### src/rtl/ppav_pkg.sv
package ppav_pkg;

    // Management access widths
    localparam int unsigned ADDR_W = 5;
    localparam int unsigned DATA_W = 16;

    // Management register addresses
    localparam logic [4:0] ADDR_PARTNER = 5'h05;
    localparam logic [4:0] ADDR_EXPANSION = 5'h06;
    localparam logic [4:0] ADDR_VENDOR = 5'h10;

    // Reset values
    localparam logic [15:0] RESET_PARTNER = 16'h0000;
    localparam logic [15:0] RESET_EXPANSION = 16'h0000;
    localparam logic [15:0] RESET_VENDOR = 16'h0140;

    // Partner ability field positions
    localparam int unsigned PA_RF_BIT = 13;
    localparam int unsigned PA_ABIL_MSB = 12;
    localparam int unsigned PA_ABIL_LSB = 5;
    localparam int unsigned PA_SEL_MSB = 4;
    localparam int unsigned PA_SEL_LSB = 0;
    localparam int unsigned ABIL_10T_FD = 6;
    localparam int unsigned PA_10T_FD_BIT = PA_ABIL_LSB + ABIL_10T_FD;

    // Expansion field positions
    localparam int unsigned EXP_CAPABLE_BIT = 0;

    // Vendor configuration field positions
    localparam int unsigned VC_UPPER_LSB = 6;
    localparam int unsigned VC_POL_DIS = 5;
    localparam int unsigned VC_RX_INV = 4;
    localparam int unsigned VC_BYPASS = 1;
    localparam int unsigned VC_GATE = 0;
    localparam logic [1:0] VC_RSVD_VALUE = 2'h0;
    localparam logic [9:0] RESET_VC_UPPER = RESET_VENDOR[15:6];

    // Selector codes
    localparam logic [4:0] SEL_RESERVED = 5'h00;
    localparam logic [4:0] SEL_IEEE8023 = 5'h01;
    localparam logic [4:0] SEL_IEEE8029 = 5'h02;
    localparam logic [4:0] SEL_IEEE8025 = 5'h03;
    localparam logic [4:0] SEL_IEEE1394 = 5'h04;

    // Decoded partner protocol
    typedef enum logic [2:0] {
        PPAV_PROTO_RESERVED = 3'h0,
        PPAV_PROTO_8023 = 3'h1,
        PPAV_PROTO_8029 = 3'h2,
        PPAV_PROTO_8025 = 3'h3,
        PPAV_PROTO_1394 = 3'h4
    } ppav_proto_t;

    // Selector code to protocol, higher codes reserved
    function automatic ppav_proto_t ppav_decode_selector(input logic [4:0] sel);
        ppav_proto_t proto;
        proto = PPAV_PROTO_RESERVED;
        if (sel == SEL_IEEE8023) begin
            proto = PPAV_PROTO_8023;
        end else if (sel == SEL_IEEE8029) begin
            proto = PPAV_PROTO_8029;
        end else if (sel == SEL_IEEE8025) begin
            proto = PPAV_PROTO_8025;
        end else if (sel == SEL_IEEE1394) begin
            proto = PPAV_PROTO_1394;
        end
        return proto;
    endfunction : ppav_decode_selector

endpackage : ppav_pkg

### src/rtl/ppav_polarity.sv
`timescale 1ns/1ps
// Automatic receive polarity tracker
module ppav_polarity (
    input wire logic clk_sys_in,
    input wire logic reset_in,
    input wire logic correction_disable_in,
    input wire logic mode_10baset_in,
    input wire logic autoneg_active_in,
    input wire logic polarity_reversed_in,
    output logic auto_inversion_out
);

    logic auto_inversion_reg;
    logic auto_inversion_next;
    wire sample_enable;

    // Detection window: correction on, 10Base-T, negotiation running
    assign sample_enable = !correction_disable_in && mode_10baset_in && autoneg_active_in;
    assign auto_inversion_next = sample_enable ? polarity_reversed_in : auto_inversion_reg;

    // Holds last detected pair orientation
    always_ff @(posedge clk_sys_in) begin
        if (reset_in) begin
            auto_inversion_reg <= 1'b0;
        end else begin
            auto_inversion_reg <= auto_inversion_next;
        end
    end

    assign auto_inversion_out = auto_inversion_reg;
endmodule : ppav_polarity

### src/rtl/ppav_regs.sv
`timescale 1ns/1ps
// How it works
// - Partner base page captured into read-only address 0x05, reset zero.
// - Bit 13 of partner register reports partner remote fault, read-only.
// - Bits 12:5 hold partner eight-bit technology ability field, read-only.
// - Bits 4:0 hold partner five-bit selector field, read-only.
// - Selector decodes 1 802.3, 2 802.9, 3 802.5, 4 1394, else reserved.
// - Read-only expansion register at 0x06 reports negotiation capabilities, reset zero.
// - Expansion bit 0 is one when partner found negotiation capable.
// - Vendor configuration register at 0x10 resets to 0x0140.
// - Vendor bit 5 set turns automatic polarity correction off.
// - With correction on in 10Base-T, reversed pair detected while negotiation is active and inverted.
// - Correction on: bit 4 is read-only automatic inversion status.
// - Correction off: bit 4 writable, forces or clears receive inversion.
// - Vendor bits 3:2 reserved, read-only, read as zero.
// - Vendor bit 1 routes 100Base-TX around coding sublayer and scrambler.
// - Bit 0 with 100Base-TX stops receive clock while no data arrives.
// - Loopback forces clock gating off regardless of gating enable bit.
// - Ability field position 6 means partner supports 10Base-T full duplex.
module ppav_regs (
    input wire logic clk_sys_in,
    input wire logic reset_in,
    input wire logic [4:0] mgmt_addr_in,
    input wire logic mgmt_write_in,
    input wire logic [15:0] mgmt_wdata_in,
    input wire logic mgmt_read_in,
    output logic [15:0] mgmt_rdata_out,
    output logic mgmt_rvalid_out,
    input wire logic partner_page_valid_in,
    input wire logic [15:0] partner_page_in,
    input wire logic partner_autoneg_capable_in,
    input wire logic autoneg_restart_in,
    input wire logic autoneg_active_in,
    input wire logic mode_10baset_in,
    input wire logic mode_100basetx_in,
    input wire logic loopback_select_in,
    input wire logic polarity_reversed_in,
    input wire logic rx_data_active_in,
    output logic receive_inversion_out,
    output logic coding_bypass_out,
    output logic rx_clock_stop_out,
    output logic remote_fault_out,
    output logic partner_10t_full_duplex_out,
    output logic [2:0] partner_protocol_out
);

    // Stored state
    logic [15:0] partner_reg;
    logic [15:0] partner_next;
    logic capable_reg;
    logic capable_next;
    logic [9:0] vc_upper_reg;
    logic [9:0] vc_upper_next;
    logic pol_dis_reg;
    logic pol_dis_next;
    logic forced_inv_reg;
    logic forced_inv_next;
    logic bypass_reg;
    logic bypass_next;
    logic gate_en_reg;
    logic gate_en_next;

    // Output flops
    logic [15:0] rdata_reg;
    logic [15:0] rdata_next;
    logic rvalid_reg;
    logic inversion_reg;
    logic inversion_next;
    logic bypass_out_reg;
    logic clock_stop_reg;
    logic clock_stop_next;
    logic rf_reg;
    logic fd10_reg;
    ppav_pkg::ppav_proto_t proto_reg;
    ppav_pkg::ppav_proto_t proto_next;

    logic auto_inversion;
    wire hit_partner;
    wire hit_expansion;
    wire hit_vendor;
    wire wr_vendor;
    wire inv_view;
    wire [15:0] partner_view;
    wire [15:0] expansion_view;
    wire [15:0] vendor_view;

    // Automatic polarity detector
    ppav_polarity u_polarity (
        .clk_sys_in(clk_sys_in),
        .reset_in(reset_in),
        .correction_disable_in(pol_dis_reg),
        .mode_10baset_in(mode_10baset_in),
        .autoneg_active_in(autoneg_active_in),
        .polarity_reversed_in(polarity_reversed_in),
        .auto_inversion_out(auto_inversion)
    );

    // Address decode
    assign hit_partner = (mgmt_addr_in == ppav_pkg::ADDR_PARTNER);
    assign hit_expansion = (mgmt_addr_in == ppav_pkg::ADDR_EXPANSION);
    assign hit_vendor = (mgmt_addr_in == ppav_pkg::ADDR_VENDOR);
    assign wr_vendor = mgmt_write_in && hit_vendor;

    // Partner page captured only from negotiation, never from writes
    assign partner_next = partner_page_valid_in ? partner_page_in : partner_reg;

    // Capability flag: new page result wins over restart clear
    assign capable_next = partner_page_valid_in ? partner_autoneg_capable_in :
                          autoneg_restart_in ? 1'b0 : capable_reg;

    // Vendor writable fields
    assign vc_upper_next = wr_vendor ? mgmt_wdata_in[15:6] : vc_upper_reg;
    assign pol_dis_next = wr_vendor ? mgmt_wdata_in[ppav_pkg::VC_POL_DIS] : pol_dis_reg;
    assign bypass_next = wr_vendor ? mgmt_wdata_in[ppav_pkg::VC_BYPASS] : bypass_reg;
    assign gate_en_next = wr_vendor ? mgmt_wdata_in[ppav_pkg::VC_GATE] : gate_en_reg;

    // Bit 4 accepts writes only when correction is being disabled
    assign forced_inv_next = (wr_vendor && mgmt_wdata_in[ppav_pkg::VC_POL_DIS]) ?
                             mgmt_wdata_in[ppav_pkg::VC_RX_INV] : forced_inv_reg;

    // Bit 4 shows automatic status or forced value
    assign inv_view = pol_dis_reg ? forced_inv_reg : auto_inversion;

    // Read views
    assign partner_view = partner_reg;
    assign expansion_view = {15'h0000, capable_reg};
    assign vendor_view = {vc_upper_reg, pol_dis_reg, inv_view, ppav_pkg::VC_RSVD_VALUE,
                          bypass_reg, gate_en_reg};

    // Read mux, unmapped reads return zero
    assign rdata_next = !mgmt_read_in ? rdata_reg :
                        hit_partner ? partner_view :
                        hit_expansion ? expansion_view :
                        hit_vendor ? vendor_view : 16'h0000;

    // Datapath controls
    assign inversion_next = pol_dis_reg ? forced_inv_reg : auto_inversion;
    assign clock_stop_next = gate_en_reg && mode_100basetx_in && !loopback_select_in &&
                             !rx_data_active_in;
    assign proto_next = ppav_pkg::ppav_decode_selector(
        partner_reg[ppav_pkg::PA_SEL_MSB:ppav_pkg::PA_SEL_LSB]);

    // Partner capture and expansion flag
    always_ff @(posedge clk_sys_in) begin
        if (reset_in) begin
            partner_reg <= ppav_pkg::RESET_PARTNER;
            capable_reg <= ppav_pkg::RESET_EXPANSION[0];
        end else begin
            partner_reg <= partner_next;
            capable_reg <= capable_next;
        end
    end

    // Vendor configuration storage
    always_ff @(posedge clk_sys_in) begin
        if (reset_in) begin
            vc_upper_reg <= ppav_pkg::RESET_VC_UPPER;
            pol_dis_reg <= ppav_pkg::RESET_VENDOR[ppav_pkg::VC_POL_DIS];
            forced_inv_reg <= ppav_pkg::RESET_VENDOR[ppav_pkg::VC_RX_INV];
            bypass_reg <= ppav_pkg::RESET_VENDOR[ppav_pkg::VC_BYPASS];
            gate_en_reg <= ppav_pkg::RESET_VENDOR[ppav_pkg::VC_GATE];
        end else begin
            vc_upper_reg <= vc_upper_next;
            pol_dis_reg <= pol_dis_next;
            forced_inv_reg <= forced_inv_next;
            bypass_reg <= bypass_next;
            gate_en_reg <= gate_en_next;
        end
    end

    // Management read answer
    always_ff @(posedge clk_sys_in) begin
        if (reset_in) begin
            rdata_reg <= 16'h0000;
            rvalid_reg <= 1'b0;
        end else begin
            rdata_reg <= rdata_next;
            rvalid_reg <= mgmt_read_in;
        end
    end

    // Registered control and status outputs
    always_ff @(posedge clk_sys_in) begin
        if (reset_in) begin
            inversion_reg <= 1'b0;
            bypass_out_reg <= 1'b0;
            clock_stop_reg <= 1'b0;
            rf_reg <= 1'b0;
            fd10_reg <= 1'b0;
            proto_reg <= ppav_pkg::PPAV_PROTO_RESERVED;
        end else begin
            inversion_reg <= inversion_next;
            bypass_out_reg <= bypass_reg;
            clock_stop_reg <= clock_stop_next;
            rf_reg <= partner_reg[ppav_pkg::PA_RF_BIT];
            fd10_reg <= partner_reg[ppav_pkg::PA_10T_FD_BIT];
            proto_reg <= proto_next;
        end
    end

    // Port drive
    assign mgmt_rdata_out = rdata_reg;
    assign mgmt_rvalid_out = rvalid_reg;
    assign receive_inversion_out = inversion_reg;
    assign coding_bypass_out = bypass_out_reg;
    assign rx_clock_stop_out = clock_stop_reg;
    assign remote_fault_out = rf_reg;
    assign partner_10t_full_duplex_out = fd10_reg;
    assign partner_protocol_out = proto_reg;
endmodule : ppav_regs

### config.mk
export PLATFORM = sky130hd
export DESIGN_NAME = ppav_regs
export DESIGN_NICKNAME = d
export VERILOG_FILES = /design/src/rtl/ppav_pkg.sv /design/src/rtl/ppav_polarity.sv /design/src/rtl/ppav_regs.sv
export SDC_FILE = /design/constraint.sdc
export NUM_CORES = 1
export LEC_CHECK = 0
export ABC_CLOCK_PERIOD_IN_PS = 1700
export BUFFER_PORTS_ARGS = -buffer_cell sky130_fd_sc_hd__buf_2
export CAP_MARGIN = 0
export CORE_UTILIZATION = 40
export CTS_CLUSTER_SIZE = 30
export DETAILED_ROUTE_END_ITERATION = 12
export GPL_TIMING_DRIVEN = 0
export PLACE_DENSITY = 0.66
export SYNTH_ARGS = -nofsm -noshare
export SYNTH_HDL_FRONTEND = slang
export SYNTH_SLANG_ARGS = --single-unit
### constraint.sdc
create_clock -name clk_sys_in -period 1.7 [get_ports clk_sys_in]
set_input_delay 0.34 -clock clk_sys_in [delete_from_list [all_inputs] [get_ports clk_sys_in]]
set_output_delay 0.34 -clock clk_sys_in [all_outputs]
set_load 0.03 [all_outputs]
==> results of run 1 <==
-- power by group through the flow --
stage          registers [mW]  logic [mW]  clock network, mW
2_1_floorplan            1.44       0.132                  0
3_3_place_gp             1.42       0.248                  0
3_5_place_dp             1.42       0.251                  0
4_1_cts                  1.39       0.252               1.13
5_1_grt                  1.40       0.274               1.20
6_report                 1.39       0.250               1.11
-- cell families (layout without fill, tap and decap cells) --
| kind of cell | after synthesis | count (layout) |
|---|---|---|
| buffers and inverters | 18 | 103 |
| flip-flops | 57 | 57 |
| AND/OR/NAND/NOR | 70 | 70 |
| multiplexers | 22 | 22 |
| AO/OA/AOI/OAI | 50 | 50 |
-- final timing paths --
| path | endpoint | cells after the start |
|---|---|---|
| setup / recovery | vc_upper_reg[3] | 5 |
| hold / removal | rx_clock_stop_out | 2 |
| setup reg to reg | mgmt_rdata_out[4] | 3 |
| hold reg to reg | mgmt_rdata_out[1] | 1 |
-- layout by cell type, fill, tap and decap left out, types with 2 or more instances in the layout --
| cell | Yosys | final |
|---|---|---|
| o21ai_0 | 9 | 9 |
| nor2_1 | 27 | 27 |
| mux2i_1 | 20 | 20 |
| buf_4 | 3 | 3 |
| a21oi_1 | 13 | 13 |
| nand2_1 | 3 | 3 |
| a22o_1 | 24 | 24 |
| dfxtp_1 | 57 | 57 |
| nor4_1 | 2 | 2 |
| nand2b_1 | 5 | 5 |
| nand3_1 | 5 | 5 |
| nor2b_1 | 6 | 6 |
| a311oi_1 | 2 | 2 |
| and2_1 | 3 | 3 |
| nand4_1 | 10 | 10 |
| clkinv_2 | 0 | 3 |
| clkbuf_1 | 7 | 9 |
| buf_2 | 5 | 74 |
| clkbuf_8 | 0 | 11 |
| buf_6 | 2 | 2 |
| or3b_1 | 2 | 2 |
-- layout make-up --
cell class	count	share of cell area, %
clock inverter	3	0.527
tap	70	3.08
multi-input combinational	142	34.7
buffer	18	3.91
clock buffer	13	5.58
sequential	57	40.1
timing repair buffer	69	12.1
-- layer usage --
metal | GRT usage [%] | vias up | routed length (um)
li1 | - | 949 | -
met1 | 26.5 | 845 | 2590
met2 | 27.1 | 65 | 2350
met3 | 4.17 | 8 | 330
met4 | 11.0 | 0 | 73
met5 | 0 | - | 0
-- critical path: stages --
cell and delay (ns):
buf_2 0.12, nor2_1 0.39, clkbuf_1 0.41, nand4_1 0.14, a21oi_1 0.17
==> flow_summary.toml, run 1 <==
[floorplan]
die_area_um2 = 5900
initial_core_util_pct = 42.8
fp.dieW_um = 76.8
rows = 26
core-area_um2 = 5240
ios = 75
die_h_um = 76.8

[cells_and_area]
utilization_pct = 54.3
finalNetCount = 347
n_antenna_cell = 0
fillers = 506
stdcell_count = 372
finalInstanceArea_um2 = 2850
drive_gt1_share_pct = 33.1
multi_input_area_um2 = 987
regArea_um2 = 1140
area_delta_synth_final_pct = 27.1

[detailed_routing]
vias = 1867
post-route-drc-count = 0
drt_iter0_markers = 62
routed_via_density = 5.02
routedWlPerCell_um = 14.4
antenna_left = 0
first_pass_iters = 4
wl_um = 5340

[pwr]
p_int_mw = 2.08
power_frac_seq_pct = 50.5
power-per-cell-area_nw_per_um2 = 970
power.share.switching_pct = 24.5
p_sw_uw = 676
ir_drop_mv = 0.460
pwr-share-comb_pct = 9.1
power_leakage_nw = 1.29
p_clk_share_pct = 40.4
power_mw = 2.76

[critical_path]
worst-path-max-fanout = 10
r2r_setup_slack_ns = 0.65
cp.required_ns = 1.96
endpoint_kind = "flop"
critPathKind = "in2reg"
r2r-start = "pol_dis_reg"
arrival_ns = 1.57
crit_start = "mgmt_addr_in[1]"
startpoint_type = "input pin"

[placed_design]
io_buffers = 69
hpwl_um = 3830
pre_cts_slack_ns = 0.0724
post-place-cells = 356
gp_congestion = 0.754
dpl-instance-area_um2 = 2670

[synthesis]
synth_top_family_by_area = "simple AND/OR/NAND/NOR gates"
synth.top_cell.area_share_pct = 50.9
netlist_top_cells_area = "dfxtp_1 51%, a22o_1 9.4%, mux2i_1 8.9%"
synthFlopType = "dfxtp_1"
seq_area_frac_synth_pct = 50.9
avgSynthCellArea_um2 = 10.3
synthMuxAreaShare_pct = 10.1
yosysMostFrequentCell = "dfxtp_1"
synth_edf_count = 0
syn-cell-area_um2 = 2240
syn_inst = 217
yosys_warnings = 0
synth_compound_gate_area_share_pct = 16.0
synth_common_cells = "57 x dfxtp_1, 27 x nor2_1, 24 x a22o_1"
synth-seq-cells = 57
synth_simple_gate_area_share_pct = 17.9
synth_top_area_cell = "dfxtp_1"
ys_types = 31
synthAdderAreaFrac_pct = 0
synthXorXnorAreaFrac_pct = 0
syn-num-nets = 267
async_flop_share_pct = 0

[timing]
skew_ns = 0.00633
max_freq_mhz = 762
finalSetupViolations = 0
setup_ws_ns = 0.388
grt_setup_unrepaired = "false"
setup-tns-final_ns = 0
drv_slew = 0
hold_ws_ns = 0.167
finalHoldViolCount = 0
slew_headroom_pct = 65.6
period_needed_ns = 1.31
tightest_slew_ns = 0.515
min_period_over_period_pct = 77.2

[global_routing]
antenna_found_initial = 0
track_usage_pct = 19.2
grt_pass1_wl_um = 8560
grt_pass1_vias = 1752
grt_max_degree = 11
grt_overflow = 0

[clock_network]
post-cts-setup-buffers = 0
postCtsHoldBufs = 0
cts_tree = "done"
cts_made_buffers = 9
worstSkewPairLatency_ns = 0.33
clkTransAtPathRegs_ns = 0.06
root_buffer = "clkbuf_8"
cts.repair.resized = 0
cts_num_sinks = 57
h-tree-depth = 3
cts_buffer_depth = 2

[outcome]
status = "completed"

[run]
maxCapViolCount = 0

[min_path]
hold_start = "loopback_select_in"
hold_path_class = "in2reg"
Power figures use the tool's default switching activity.
==> run 2, diff against run 1 <==
--- a/config.mk
+++ b/config.mk
@@ -5,7 +5,7 @@
 export SDC_FILE = /design/constraint.sdc
 export NUM_CORES = 1
 export LEC_CHECK = 0
-export ABC_CLOCK_PERIOD_IN_PS = 1700
+export ABC_CLOCK_PERIOD_IN_PS = 1400
 export BUFFER_PORTS_ARGS = -buffer_cell sky130_fd_sc_hd__buf_2
 export CAP_MARGIN = 0
 export CORE_UTILIZATION = 40
==> constraint.sdc (replaced) <==
create_clock -name clk_sys_in -period 1.4 [get_ports clk_sys_in]
set_input_delay 0.28 -clock clk_sys_in [delete_from_list [all_inputs] [get_ports clk_sys_in]]
set_output_delay 0.28 -clock clk_sys_in [all_outputs]
set_load 0.03 [all_outputs]
==> flow_summary.toml, run 2 (same netlist as run 1, synthesis figures left out) <==
[floorplan]
die_h_um = 76.8
rows = 26
die_area_um2 = 5900
core-area_um2 = 5240
ios = 75
fp.dieW_um = 76.8
initial_core_util_pct = 42.8

[critical_path]
cp_slowest_stage_delay_ns = 0.44
startpoint_type = "input pin"
critPathKind = "in2reg"
cpMostUsedCell = "clkbuf_1"
reg2reg_depth = 3
timing.rr.end = "mgmt_rdata_out[4]"
worst-path-max-fanout = 10
r2r_setup_slack_ns = 0.33
cp.required_ns = 1.68
arrival_ns = 1.51
endpoint_kind = "flop"
r2r-start = "pol_dis_reg"
critical-path-slowest-cell = "clkbuf_1"
crit_chain = "buf_2, clkbuf_1, nor2_1, clkbuf_1, a22o_1"

[pwr]
power-per-cell-area_nw_per_um2 = 1180
power_mw = 3.38
power_leakage_nw = 1.29
ir_drop_mv = 0.721

[cells_and_area]
drive_gt1_share_pct = 33.8
finalInstanceArea_um2 = 2850
layout_common_cells = "74 x buf_2, 57 x dfxtp_1, 27 x nor2_1"
fillers = 486
n_antenna_cell = 0
finalNetCount = 347
area_delta_synth_final_pct = 27.4
final_common_cell = "buf_2"

[detailed_routing]
first_pass_iters = 4
antenna_left = 0
routedWlPerCell_um = 14.3
post-route-drc-count = 0
wl_um = 5340
drt_iter0_markers = 67
routed_via_density = 5.03
vias = 1873

[global_routing]
use_met3_pct = 5.95
antenna_found_initial = 0
grt_max_degree = 11
grt_pass1_wl_um = 8690
grt_use_met2_pct = 28.1
track_usage_pct = 19.3
grt_use_met1_pct = 25.7
top_usage_layer = "met2"
grt_pass1_vias = 1776
grt_overflow = 0

[placed_design]
gp_congestion = 0.766
dpl-instance-area_um2 = 2670
io_buffers = 69
hpwl_um = 3860

[min_path]
hold_start = "loopback_select_in"
hold_path_class = "in2reg"
holdPathEnd = "rx_clock_stop_out"
min_path_cells = 2

[clock_network]
h-tree-depth = 3
cts_num_sinks = 57
cts.repair.resized = 0
cts_made_buffers = 9
cts_tree = "done"
cts_buffer_depth = 2
worstSkewPairLatency_ns = 0.34
postCtsHoldBufs = 0
post-cts-setup-buffers = 0
root_buffer = "clkbuf_8"
clkTransAtPathRegs_ns = 0.06

[timing]
grt_setup_unrepaired = "false"
drv_slew = 0
finalSetupViolations = 0
tightest_slew_ns = 0.516
skew_ns = 0.00705
min_period_over_period_pct = 87.9
period_needed_ns = 1.23
max_freq_mhz = 813
setup-tns-final_ns = 0
slew_headroom_pct = 65.6
finalHoldViolCount = 0

[run]
maxCapViolCount = 0

[outcome]
status = "completed"
## run 2: where the power goes
group	total (mW)	switching, mW	internal, mW
Combinational	0.302	0.168	0.133
Clock	1.38	0.657	0.728
Sequential	1.69	0.0261	1.67
Total	3.38	0.851	2.53
## run 2: cell type report
type                    count  area, um^2  share of cell area [%]
plain buffers              18         111                    3.90
clock buffers              11         151                    5.30
clock inverters             5        30.0                    1.05
multi-input cells         142         987                    34.6
flip-flops and latches     57        1140                    40.0
well taps                  70        87.6                    3.07
repair buffers             69         345                    12.1
## run 2: how the worst max path moves through the flow
stage,startpoint,end,cells after the start
finish,reset_in,mgmt_rdata_out[13],5
global route,mgmt_addr_in[1],vc_upper_reg[1],5
CTS,reset_in,mgmt_rdata_out[13],5
detailed placement,reset_in,mgmt_rdata_out[13],5
global placement,mgmt_addr_in[0],bypass_reg,5
floorplan,mgmt_write_in,bypass_reg,5
## run 2: routing by layer
metal  wire length, um  vias up
met2              2400       53
met3               251        8
li1                  -      946
met1              2590      866
met4                87        0
met5                 0        -
## run 2: critical path: cells and delay by family
family	cells	cell delay, ns
and+or+nand+nor	1	0.23
buffers and inverters	3	0.77
AOI/OAI and AO/OA	1	0.23
## run 2: stage by stage
stage	std cells	worst slack (ns)	util [%]	hold slack, ns
finish	372	0.170	54.5	0.109
global route	372	0.00535	54.5	0.119
CTS	372	0.167	54.5	0.0930
detailed placement	356	-0.184	51.0	0.448
global placement	356	-0.150	51.0	0.443
floorplan	217	-0.00126	-	0.357
